==> config.mk <==
export PLATFORM = sky130hd
export DESIGN_NAME = dac_cmd_update_powerdown
export DESIGN_NICKNAME = d
export VERILOG_FILES = /design/src/inc/cmd_pkg.sv /design/src/inc/cmd_if.sv /design/src/logic/cmd_decode.sv /design/src/logic/dac_cmd_update_powerdown.sv
export SDC_FILE = /design/constraint.sdc
export NUM_CORES = 1
export LEC_CHECK = 0
export BUFFER_PORTS_ARGS = -buffer_cell sky130_fd_sc_hd__buf_4
export CORE_ASPECT_RATIO = 1.1
export CORE_MARGIN = 1
export CORE_UTILIZATION = 55
export CTS_CLUSTER_DIAMETER = 120
export DETAILED_ROUTE_END_ITERATION = 10
export GPL_ROUTABILITY_DRIVEN = 1
export PLACE_DENSITY = 0.83
export SYNTH_ARGS = -nofsm -noshare
export SYNTH_HDL_FRONTEND = slang
export SYNTH_SLANG_ARGS = --single-unit
==> constraint.sdc <==
create_clock -name REF_CLK -period 1.9 [get_ports REF_CLK]
set_input_delay 0.19 -clock REF_CLK [delete_from_list [all_inputs] [get_ports REF_CLK]]
set_output_delay 0.19 -clock REF_CLK [all_outputs]
set_load 0.1 [all_outputs]
==> src/inc/cmd_pkg.sv <==
// constants for the global-update write and power-control command decoder
// assumes a bus front end that delivers one whole three-byte write at a time
package cmd_pkg;
    localparam int CHANNELS = 8;
    localparam int CODE_W = 12;
    // command and access nibble values
    localparam logic [3:0] CMD_WRITE_UPDATE_ALL = 4'h2;
    localparam logic [3:0] CMD_POWER_CONTROL = 4'h4;
    localparam logic [3:0] ACCESS_BROADCAST = 4'hF;
    // field positions in the 24-bit frame
    localparam int CMD_HI = 23;
    localparam int CMD_LO = 20;
    localparam int ACC_HI = 19;
    localparam int ACC_LO = 16;
    localparam int CODE_HI = 15;
    localparam int CODE_LO = 4;
    localparam int PMODE_HI = 14;
    localparam int PMODE_LO = 13;
    localparam int MASK_HI = 12;
    localparam int MASK_LO = 5;
    // power modes
    localparam logic [1:0] PMODE_ON = 2'h0;
    localparam logic [1:0] PMODE_1K = 2'h1;
    localparam logic [1:0] PMODE_100K = 2'h2;
    localparam logic [1:0] PMODE_HIZ = 2'h3;
    // reset values
    localparam logic [11:0] CODE_RESET = 12'h000;
    localparam logic [15:0] POWER_RESET = 16'h0000;
    localparam logic [7:0] ON_RESET = 8'hFF;
endpackage

==> src/inc/cmd_if.sv <==
// decoded command carried from the decoder to the main datapath
// assumes a single clock domain
`timescale 1ns/1ps
interface cmd_if;
    logic wr_en;
    logic [7:0] wr_sel;
    logic [11:0] code;
    logic pwr_en;
    logic [7:0] pwr_mask;
    logic [1:0] pwr_mode;
    modport dec (output wr_en, wr_sel, code, pwr_en, pwr_mask, pwr_mode);
    modport core (input wr_en, wr_sel, code, pwr_en, pwr_mask, pwr_mode);
endinterface

==> src/logic/cmd_decode.sv <==
// combinational decode of one 24-bit write frame
// assumes frame and its valid come from the bus front end
`timescale 1ns/1ps
module cmd_decode (
    // frame in
    input wire logic frame_valid,
    input wire logic [23:0] frame,
    // decoded command
    cmd_if.dec c
);
    wire [3:0] cmd = frame[cmd_pkg::CMD_HI:cmd_pkg::CMD_LO];
    wire [3:0] acc = frame[cmd_pkg::ACC_HI:cmd_pkg::ACC_LO];
    wire access_nibble_top_bit = acc[3];
    wire is_bcast = (acc == cmd_pkg::ACCESS_BROADCAST);
    wire is_wr = frame_valid && (cmd == cmd_pkg::CMD_WRITE_UPDATE_ALL);
    assign c.wr_en = is_wr && (!access_nibble_top_bit || is_bcast);
    assign c.wr_sel = is_bcast ? 8'hFF : (8'h01 << acc[2:0]);
    assign c.code = frame[cmd_pkg::CODE_HI:cmd_pkg::CODE_LO];
    assign c.pwr_en = frame_valid && (cmd == cmd_pkg::CMD_POWER_CONTROL);
    assign c.pwr_mask = frame[cmd_pkg::MASK_HI:cmd_pkg::MASK_LO];
    assign c.pwr_mode = frame[cmd_pkg::PMODE_HI:cmd_pkg::PMODE_LO];
endmodule

==> src/logic/dac_cmd_update_powerdown.sv <==
// top of the command decoder: input, output and power state registers
// assumes FRAME_VALID pulses once per complete three-byte write, REF_CLK 40 MHz
`timescale 1ns/1ps
// Notes on behaviour
// - code sits in DB15..DB4, low nibble ignored
// - channel write then load all outputs
// - top access bit set, not broadcast: ignore
// - broadcast writes every input, loads all
// - power command: mode DB14:13, mask DB12..5
// - mode 00 powers on masked channels
// - mode 01 powers down, 1k to ground
// - mode 10 powers down, 100k to ground
// - mode 11 powers down, output high impedance
module dac_cmd_update_powerdown (
    // clock and reset
    input wire logic REF_CLK,
    input wire logic RSTN,
    // write frame from the serial front end
    input wire logic FRAME_VALID,
    input wire logic [23:0] FRAME,
    // channel outputs, channel A in the low slot
    output logic [95:0] OUT_CODE,
    output logic [7:0] OUTPUT_LOAD_STROBE,
    // power state, two bits per channel, 00 means on
    output logic [15:0] CHANNEL_POWER_CONTROL,
    output logic [7:0] CHANNEL_ON
);
    // ========================================
    // decode
    cmd_if c ();
    cmd_decode cmd_decode_i (
        .frame_valid(FRAME_VALID),
        .frame(FRAME),
        .c(c)
    );

    // ========================================
    // input registers and output registers
    logic [11:0] in_r [8];
    logic [11:0] in_nxt [8];
    logic load_nxt;
    logic [15:0] pwr_nxt;
    logic [7:0] on_nxt;

    always_comb
    begin
        load_nxt = c.wr_en;
        for (int i = 0; i < 8; i++)
        begin
            in_nxt[i] = (c.wr_en && c.wr_sel[i]) ? c.code : in_r[i];
        end
    end

    always_ff @(posedge REF_CLK)
    begin
        if (!RSTN)
        begin
            for (int i = 0; i < 8; i++)
                in_r[i] <= cmd_pkg::CODE_RESET;
            OUT_CODE <= {8{cmd_pkg::CODE_RESET}};
            OUTPUT_LOAD_STROBE <= 8'h00;
        end
        else
        begin
            for (int i = 0; i < 8; i++)
            begin
                in_r[i] <= in_nxt[i];
                if (load_nxt)
                    OUT_CODE[i*12 +: 12] <= in_nxt[i];
            end
            OUTPUT_LOAD_STROBE <= {8{load_nxt}};
        end
    end

    // ========================================
    // power state
    always_comb
    begin
        pwr_nxt = CHANNEL_POWER_CONTROL;
        on_nxt = CHANNEL_ON;
        for (int i = 0; i < 8; i++)
        begin
            if (c.pwr_en && c.pwr_mask[i])
            begin
                pwr_nxt[2*i +: 2] = c.pwr_mode;
                on_nxt[i] = (c.pwr_mode == cmd_pkg::PMODE_ON);
            end
        end
    end

    always_ff @(posedge REF_CLK)
    begin
        if (!RSTN)
        begin
            CHANNEL_POWER_CONTROL <= cmd_pkg::POWER_RESET;
            CHANNEL_ON <= cmd_pkg::ON_RESET;
        end
        else
        begin
            CHANNEL_POWER_CONTROL <= pwr_nxt;
            CHANNEL_ON <= on_nxt;
        end
    end

    // ========================================
    // checks
    // frame fields as the rules place them, read by the checks only
    wire [3:0] cmd_seen = FRAME[cmd_pkg::CMD_HI:cmd_pkg::CMD_LO];
    wire [3:0] acc_seen = FRAME[cmd_pkg::ACC_HI:cmd_pkg::ACC_LO];
    wire [11:0] code_seen = FRAME[cmd_pkg::CODE_HI:cmd_pkg::CODE_LO];
    wire [1:0] mode_seen = FRAME[cmd_pkg::PMODE_HI:cmd_pkg::PMODE_LO];
    wire [7:0] mask_seen = FRAME[cmd_pkg::MASK_HI:cmd_pkg::MASK_LO];
    wire bcast_seen = (acc_seen == cmd_pkg::ACCESS_BROADCAST);
    wire pwr_seen = FRAME_VALID && (cmd_seen == cmd_pkg::CMD_POWER_CONTROL);
    // a write the rules accept: one of channels A..H, or broadcast
    wire load_seen = FRAME_VALID && (cmd_seen == cmd_pkg::CMD_WRITE_UPDATE_ALL)
        && (!acc_seen[3] || bcast_seen);

    // a channel counts as on only while its mode field reads on
    function automatic logic [7:0] on_of_modes(input logic [15:0] modes);
        logic [7:0] ons;
        ons = 8'h00;
        for (int i = 0; i < cmd_pkg::CHANNELS; i++)
        begin
            ons[i] = (modes[2*i +: 2] == cmd_pkg::PMODE_ON);
        end
        return ons;
    endfunction
endmodule

==> impl_metrics.yaml, run 1 <==
yosys:
  synth_cells: 865
  yosys.area.top_type: "dfxtp_1"
  synth.top_cell.area_share_pct: 51.7
  ys_types: 34
  syn_area_um2: 8400
  yosysWarnings: 0
  avgSynthCellArea_um2: 9.71
  synth_nets: 892
  synth_seq_cells: 217
  synth_area_leaders: "dfxtp_1 (52%), mux2i_1 (15%), nor2b_1 (8.5%)"
  seq_area_frac_synth_pct: 51.7
place:
  hpwl_mm: 11.9
  place_ws_ns: 0.0747
  portBuffers: 150
  place_congestion: 0.760
timing:
  min_period_ns: 1.48
  max_freq_ghz: 0.678
  hold_viol_final: 0
  setup_viol: 0
  skew_ns: 0.00572
  slew_viol_final: 0
  fin_crit_sh_pct: 77.7
  rsz0062_at_grt: "no"
  slew_headroom_pct: 42.3
  setup_ws_ns: 0.424
  final.setup.tns_ns: 0
  max_slew.worst_pin.slew_ns: 0.863
  fin_hold_ws_ns: 0.0850
global_route:
  antenna_found_initial: 0
  grt_pass1_vias: 5877
  grt_first_pass_wirelength_mm: 30.8
  grt_max_degree: 100
  grt_overflow_total: 0
  grtUsageTotal_pct: 24.5
clocking:
  numCtsBuffers: 21
  postCtsSetupBuffers: 0
  ctsHtreeMaxLevel: 1
  cts_resized: 0
  clock_latency_ns: 0.48
  cts_hold_buf: 0
  path_clk_slew_ns: 0.06
  cts_root_buf: "clkbuf_16"
  clockBufferDepth: 3
  cts_sinks: 217
  cts_tree: "done"
drt:
  first_iter_violations: 454
  drt-wirelength-per-cell_um: 16.6
  avgViaCountPerCell: 5.32
  dr.pass1.iters: 4
  ant_nets: 0
  wirelength_mm: 19.5
  vias: 6243
  drc: 0
min_path:
  hold_path.class: "primary input to flop"
job:
  max_cap_viol_count: 0
critical_path:
  cp.arrival_ns: 1.29
  max_stage_delay_ns: 0.45
  critPathCaptureType: "output port"
  worstPathCellList: "buf_4"
  cp_slowest_cell: "dfxtp_1"
  crit_family: "flip-flops"
  critPathKind: "flop to output port"
  crit_path_start_kind: "flop"
  crit_buf_inv: 1
  cp_data_required_time_ns: 1.71
  crit_fanout: 8
cells_and_area:
  layout-drive-gt1-share_pct: 21.8
  final_nets: 991
  utilization_pct: 68.2
  syn_to_final_growth_pct: 21.6
  antennaDiodeCount: 0
floorplan:
  die_area_um2: 15800
  ios: 155
  coreArea_um2: 15000
  fp.dieW_um: 120
  initial_core_util_pct: 56.0
  num_rows: 47
  die_h_um: 132
power_and_ir_drop:
  vdd_drop_max_mv: 0.742
  finalPower_mw: 9.28
  p_per_area_nw_per_um2: 908
  leakage_nw: 4.50
run_status:
  status: "complete, no violations"
==> registers in the layout, indices dropped and copies added, names as in the netlist <==
name and cells:
OUT_CODE 96, in_r 96, CHANNEL_POWER_CONTROL 16, CHANNEL_ON 8, OUTPUT_LOAD_STROBE 1
==> metal layers <==
| layer | wire length, um | global-route usage [%] | vias to the layer above |
|---|---|---|---|
| li1 | - | - | 3153 |
| met4 | 357 | 7.64 | 0 |
| met5 | 0 | 0 | - |
| met1 | 8460 | 31.4 | 2900 |
| met3 | 1230 | 4.47 | 24 |
| met2 | 9420 | 41.4 | 166 |
==> per-stage QoR <==
step / instances / instance area, um^2
after floorplan: 865 / 8400
after CTS: 1174 / 10200
after global placement: 1137 / 9560
after detailed placement: 1137 / 9560
final: 1174 / 10200
after global routing: 1174 / 10200
==> tightest hold or removal path, cell delays in order <==
cell and delay [ns]:
buf_4 0.18, nand2_1 0.07, a31oi_1 0.07
==> synth_stat cells <==
cell,number
and2_1,1
or3b_4,1
buf_6,1
and3b_1,1
buf_1,1
nor4_4,1
nand4_1,2
a211oi_2,1
nor2_1,4
buf_2,28
a31oi_1,36
xnor2_1,2
mux2i_1,124
nor4b_2,2
or2_1,1
and4_1,2
and3_1,1
nand3_1,9
nor4_1,1
clkbuf_1,47
or2_2,3
nor2b_1,114
nand2_1,81
nor3b_2,1
o211ai_2,3
o21ai_1,1
o211ai_1,9
buf_4,12
xor2_1,1
o21ai_0,95
nor3_1,1
nand2b_1,1
dfxtp_1,217
a21oi_1,60
==> path summary, 6_finish.rpt <==
kind                               from                     to  slack (ns)  cells after the start
hold reg to reg             in_r[0][35]           OUT_CODE[35]        0.47                      2
setup / recovery  OUTPUT_LOAD_STROBE[0]  OUTPUT_LOAD_STROBE[1]        0.42                      1
hold / removal                 FRAME[9]           OUT_CODE[29]        0.09                      3
setup reg to reg             in_r[1][0]           OUT_CODE[48]        1.15                      2
==> cell families (layout without fill, tap and decap cells) <==
kind of cell              count (synthesis)  count (layout)  synth area share [%]
DFF                                     217             217                  51.7
muxes                                   124             124                  14.8
buffers and inverters                    89             202                  5.02
xor gates and xnor gates                  3               3                 0.313
AOI/OAI and AO/OA                       205             205                  13.4
and+or+nand+nor                         227             227                  14.8
==> power by group <==
group,leakage (nW),internal [mW],switching [mW]
Sequential,1.75,4.59,0.0206
Clock,0.331,2.26,1.70
Combinational,2.42,0.187,0.528
Total,4.50,7.03,2.25
==> cell type report <==
| cell class | count | area, um^2 |
|---|---|---|
| Sequential cell | 217 | 4340 |
| Timing Repair Buffer | 165 | 1330 |
| Tap cell | 196 | 245 |
| Fill cell | 1177 | 4770 |
| Clock inverter | 9 | 50.0 |
| Clock buffer | 28 | 612 |
| Multi-Input combinational cell | 559 | 3640 |
==> cell usage in the layout, fill, tap and decap left out, types with 2 or more instances in the layout <==
| cell type | n |
|---|---|
| and4_1 | 2 |
| nand2_1 | 81 |
| a31oi_1 | 36 |
| buf_12 | 7 |
| clkinv_2 | 7 |
| nand4_1 | 2 |
| nor2_1 | 4 |
| a21oi_1 | 60 |
| o21ai_0 | 95 |
| nand3_1 | 9 |
| clkinvlp_4 | 2 |
| clkbuf_16 | 21 |
| mux2i_1 | 124 |
| nor2b_1 | 114 |
| nor4b_2 | 2 |
| clkbuf_8 | 6 |
| o211ai_2 | 3 |
| buf_4 | 158 |
| o211ai_1 | 9 |
| or2_2 | 3 |
| dfxtp_1 | 217 |
| xnor2_1 | 2 |
Note: power is estimated with default switching activity, not from simulation.
==> inputs of run 2 (changes only) <==
Settings changed: ABC_AREA from default to 1, CORE_UTILIZATION 55 to 50, PLACE_DENSITY 0.83 to 0.79.
Clock period 1.9 ns to 1.25 ns, I/O delays scaled along.
==> run 2 against run 1 <==
The flow now finishes with violations (setup timing). Combinational power rose by 76%. Register-to-register slack got worse by 0.70 ns. Die area increased by 15%. Cell count grew 37%. Sequential power up 52%. Critical path depth unchanged. Critical path type unchanged.
==> impl_metrics.yaml, run 2 <==
power_and_ir_drop:
  power_frac_seq_pct: 47.2
  p_per_area_nw_per_um2: 1280
  leakage_nw: 5.26
  p_comb_share_pct: 8.5
  p_int_mw: 11.3
  power_frac_clock_pct: 44.3
  finalPower_mw: 14.9
  netSwitchingFraction_pct: 24.3
  p_switching_mw: 3.62
  vdd_drop_max_mv: 1.16
floorplan:
  die_h_um: 141
  die_area_um2: 18100
  coreArea_um2: 17100
  fp.dieW_um: 129
  num_rows: 50
  ios: 155
  initial_core_util_pct: 51.4
critical_path:
  critPathKind: "flop to output port"
  cp_slowest_cell: "dfxtp_4"
  cp_data_required_time_ns: 1.12
  crit_family: "flip-flops"
  reg2reg_slack_ns: 0.45
  crit_path_start_kind: "flop"
  max_stage_delay_ns: 0.44
  critPathCaptureType: "output port"
  r2r-start: "in_r[1][42]"
  cp.arrival_ns: 1.19
  worstPathCellList: "buf_6"
  crit_buf_inv: 1
  rr_worst_depth: 6
  crit_fanout: 8
  timing.rr.end: "OUT_CODE[90]"
place:
  portBuffers: 150
  place_inst: 1568
  place_ws_ns: -0.258
  hpwl_mm: 14.7
  place_area_um2: 10400
  place_congestion: 0.773
cells_and_area:
  antennaDiodeCount: 0
  utilization_pct: 67.6
  final_common_cell: "nand2_1"
  reg_top3: "OUT_CODE: 96 flops, in_r: 96 flops, CHANNEL_POWER_CONTROL: 16 flops"
  nFillCells: 1424
  layout-drive-gt1-share_pct: 27.0
  stdcell_count: 1606
  final_cell_area_um2: 11600
  syn_to_final_growth_pct: 31.5
  final_cell_mix: "nand2_1 (232), nor2_1 (215), inv_1 (126)"
  final_nets: 1386
yosys:
  synth_seq_cells: 217
  synth_edf_count: 0
  yosys.area.top_type: "dfxtp_1"
  synth.top_cell.area_share_pct: 49.3
  synth_cells: 1225
  seq_area_frac_synth_pct: 49.3
  synth_nets: 1252
  syn_area_um2: 8810
  synth-main-ff-cell: "dfxtp_1"
  synth_area_leaders: "dfxtp_1 (49%), nand2_1 (9.9%), nor2_1 (9.2%)"
  avgSynthCellArea_um2: 7.19
  ys_types: 13
  synthArstFlopShare_pct: 0
  yosysMostFrequentCell: "nand2_1"
  yosysWarnings: 0
  yosys-top-cells-count: "nand2_1 (233), dfxtp_1 (217), nor2_1 (216)"
clocking:
  ctsHtreeMaxLevel: 1
  clock_latency_ns: 0.50
  cts_root_buf: "clkbuf_16"
  path_clk_slew_ns: 0.06
  cts_sinks: 217
  clockBufferDepth: 3
  numCtsBuffers: 22
  cts_tree: "done"
drt:
  ant_nets: 0
  drc: 0
  first_iter_violations: 558
  dr.pass1.iters: 5
  drt-wirelength-per-cell_um: 14.7
  avgViaCountPerCell: 5.18
  wirelength_mm: 23.6
  vias: 8326
timing:
  slew_viol_final: 0
  max_slew.worst_pin.slew_ns: 0.532
  setup_ws_ns: -0.0686
  setup_viol: 8
  final.setup.tns_ns: -0.463
  max_freq_ghz: 0.758
  min_period_ns: 1.32
  skew_ns: 0.00981
  hold_viol_final: 0
  rsz0062_at_grt: "yes"
  fin_hold_ws_ns: 0.0326
  slew_headroom_pct: 64.4
  fin_crit_sh_pct: 105
min_path:
  hold_path.class: "primary input to flop"
  worstHoldStart: "FRAME[15]"
  holdPathStages: 3
  whs_endpoint: "in_r[0][23]"
global_route:
  grt_pass1_vias: 7593
  grtUsageTotal_pct: 25.7
  antenna_found_initial: 0
  grt_max_degree: 48
  grt_first_pass_wirelength_mm: 37.3
  grt_overflow_total: 0
job:
  max_cap_viol_count: 0
run_status:
  status: "finished with violations"
  violations: "setup timing"
[run 2: changes by cell type after synthesis, moves of 11 or more]
cell	delta
nor2_1	+212
nand2_1	+152
inv_1	+128
mux2i_1	-124
nor2b_1	-114
nand3_1	+98
nand4_1	+83
o21ai_0	-59
a21oi_1	+41
a31oi_1	-36
clkbuf_1	-14
buf_2	+11
[run 2: cells by family after synthesis]
logic type | synth area share (%)
flip-flops | 49.3
AO/OA/AOI/OAI | 7.79
AND/OR/NAND/NOR | 31.3
buffers and inverters | 11.6
[run 2: timing repair]
action,4_1_cts,5_1_grt
setup buffers,0,0
hold buffers,1,0
resized for setup,42,74
endpoints found under the hold margin,15,0
cloned,0,0
endpoints found under the setup margin,39,82
[run 2: how the worst max path moves through the flow]
stage,depth (start not counted),startpoint,slack (ns),to
after floorplan,1,OUTPUT_LOAD_STROBE[0],0.04,OUTPUT_LOAD_STROBE[1]
after global placement,10,FRAME[23],-0.21,OUT_CODE[57]
after detailed placement,11,FRAME[23],-0.26,OUT_CODE[17]
after CTS,1,OUTPUT_LOAD_STROBE[0],-0.08,OUTPUT_LOAD_STROBE[3]
after global routing,1,OUTPUT_LOAD_STROBE[0],-0.11,OUTPUT_LOAD_STROBE[1]
final,1,OUTPUT_LOAD_STROBE[0],-0.07,OUTPUT_LOAD_STROBE[3]
[run 2: layout make-up]
class | instances | area, um^2 | area share (%)
flip-flops and latches | 217 | 4500 | 38.8
multi-input cells | 778 | 3450 | 29.8
clock inverters | 4 | 45.0 | 0.389
well taps | 234 | 293 | 2.53
inverters | 128 | 490 | 4.23
repair buffers | 212 | 2130 | 18.4
clock buffers | 33 | 683 | 5.90
[run 2: routing by layer]
| metal | wire (um) | track usage, % | vias to the layer above |
|---|---|---|---|
| met5 | 0 | 0 | - |
| met1 | 10200 | 34.2 | 3816 |
| met3 | 1410 | 3.19 | 48 |
| li1 | - | - | 4185 |
| met4 | 624 | 10.1 | 0 |
| met2 | 11300 | 42.4 | 277 |
[run 2: power by group through the flow]
stage	sequential (mW)	combinational [mW]	clock (mW)
floorplan	7.55	0.460	0
global placement	7.17	1.20	0
detailed placement	7.17	1.21	0
CTS	7.02	1.23	6.67
global route	7.03	1.33	6.98
finish	7.02	1.26	6.59
==> inputs of run 3 (changes only) <==
Settings changed: CORE_UTILIZATION 50 to 52, CTS_BUF_LIST from default to sky130_fd_sc_hd__clkbuf_8, PLACE_DENSITY 0.79 to 0.82.
==> run 3 against run 2 <==
The run still ends with setup timing left. Sequential share of layout area shrank 1.4 points. Hold slack gained 0.00093 ns. Critical path depth is the same. Largest cell class unchanged.
==> impl_metrics.yaml, run 3 (synthesis results as in run 2) <==
global_route:
  grt_pass1_vias: 7984
  antenna_found_initial: 0
  grt_max_degree: 49
  grt_overflow_total: 0
  grtUsageTotal_pct: 28.2
  grt_first_pass_wirelength_mm: 39.4
floorplan:
  num_rows: 49
  fp.dieW_um: 126
  ios: 155
  die_area_um2: 17500
  coreArea_um2: 16400
  initial_core_util_pct: 53.6
  die_h_um: 138
cells_and_area:
  final_nets: 1411
  final_cell_mix: "nand2_1 (232), nor2_1 (215), inv_1 (141)"
  reg_top3: "OUT_CODE: 96 flops, in_r: 96 flops, CHANNEL_POWER_CONTROL: 16 flops"
  final_cell_area_um2: 12000
  stdcell_count: 1615
  final_common_cell: "nand2_1"
  antennaDiodeCount: 0
  syn_to_final_growth_pct: 36.7
  layout-drive-gt1-share_pct: 27.8
critical_path:
  cp_slowest_cell: "dfxtp_4"
  crit_path_start_kind: "flop"
  critPathKind: "flop to output port"
  crit_buf_inv: 1
  cp.arrival_ns: 1.23
  worstPathCellList: "buf_8"
  crit_family: "flip-flops"
  cp_data_required_time_ns: 1.12
  crit_fanout: 8
  max_stage_delay_ns: 0.46
  critPathCaptureType: "output port"
clocking:
  ctsHtreeMaxLevel: 2
  numCtsBuffers: 37
  path_clk_slew_ns: 0.07
  cts_root_buf: "clkbuf_8"
  postCtsSetupBuffers: 0
  cts_sinks: 217
  clock_latency_ns: 0.53
  cts_tree: "done"
  clockBufferDepth: 3
timing:
  slew_viol_final: 0
  final.setup.tns_ns: -0.799
  min_period_ns: 1.35
  rsz0062_at_grt: "yes"
  max_freq_ghz: 0.740
  fin_crit_sh_pct: 108
  max_slew.worst_pin.slew_ns: 0.561
  setup_viol: 8
  hold_viol_final: 0
  setup_ws_ns: -0.102
  slew_headroom_pct: 62.5
  skew_ns: 0.00963
drt:
  first_iter_violations: 769
  drc: 0
  dr.pass1.iters: 7
  drt-wirelength-per-cell_um: 15.9
  avgViaCountPerCell: 5.37
  vias: 8669
  wirelength_mm: 25.7
  ant_nets: 0
power_and_ir_drop:
  finalPower_mw: 14.6
  p_comb_share_pct: 9.1
  power_frac_clock_pct: 42.9
  vdd_drop_max_mv: 1.17
  leakage_nw: 5.48
  p_per_area_nw_per_um2: 1220
  netSwitchingFraction_pct: 26.3
  p_switching_mw: 3.85
  power_frac_seq_pct: 48.0
  p_int_mw: 10.8
run_status:
  violations: "setup timing"
  status: "finished with violations"
place:
  place_congestion: 0.827
  portBuffers: 150
  place_area_um2: 10400
  hpwl_mm: 15.3
  place_inst: 1543
min_path:
  hold_path.class: "primary input to flop"
job:
  max_cap_viol_count: 0
run 3: cell count changes in the layout (fill, tap and decap cells not counted), sizes merged:
cell	change
buf	+5
dlygate4sd3	+5
clkbuf	+15
clkinv	-1
inv	+15
bufinv	-1
clkinvlp	+1
run 3: timing repair:
| action | in CTS | in global routing |
|---|---|---|
| hold buffers | 6 | 0 |
| resized for setup | 158 | 53 |
| setup endpoints to repair | 128 | 61 |
| endpoints found under the hold margin | 30 | 0 |
| gates cloned | 0 | 0 |
run 3: final cells by class:
type / instances / area [um^2]
Clock buffer: 48 / 661
Clock inverter: 18 / 73.8
Sequential cell: 217 / 4510
Inverter: 128 / 490
Tap cell: 204 / 255
Timing Repair Buffer: 222 / 2600
Fill cell: 1205 / 4390
Multi-Input combinational cell: 778 / 3450
run 3: per-layer routing:
metal	track usage [%]	wire length, um	share of wire, %
met1	34.9	10100	39
met2	47.3	12800	50
met3	5.53	1860	7.3
met4	12.7	919	3.6
met5	0	0	0
run 3: final timing paths:
path,start,end,slack (ns),depth (start not counted)
worst min register to register,in_r[0][46],in_r[0][46],0.47,2
worst min-delay path,FRAME[10],in_r[0][30],0.03,3
worst max-delay path,OUTPUT_LOAD_STROBE[0],OUTPUT_LOAD_STROBE[6],-0.10,1
worst max register to register,in_r[1][37],OUT_CODE[85],0.37,6
run 3: power by group through the flow:
stage | clock (mW) | combinational (mW) | sequential, mW
final | 6.28 | 1.34 | 7.03
after global routing | 6.69 | 1.40 | 7.03
after detailed placement | 0 | 1.23 | 7.17
after global placement | 0 | 1.22 | 7.17
after CTS | 6.34 | 1.29 | 7.03
after floorplan | 0 | 0.460 | 7.55
run 3: through the flow:
step / hold slack [ns] / worst slack (ns) / util [%]
after floorplan: 0.256 / 0.0400 / -
after global placement: 0.417 / -0.184 / 63.5
after detailed placement: 0.451 / -0.270 / 63.5
after CTS: 0.00431 / -0.108 / 72.0
after global routing: 0.0172 / -0.140 / 73.3
final: 0.0335 / -0.102 / 73.3
run 3: worst reg2reg max path: stages, from the launching register on:
cell	delay (ns)
dfxtp_1	0.30
inv_1	0.04
nand2_1	0.05
o21ai_0	0.16
nand2_1	0.10
nand2_1	0.10
inv_1	0.05
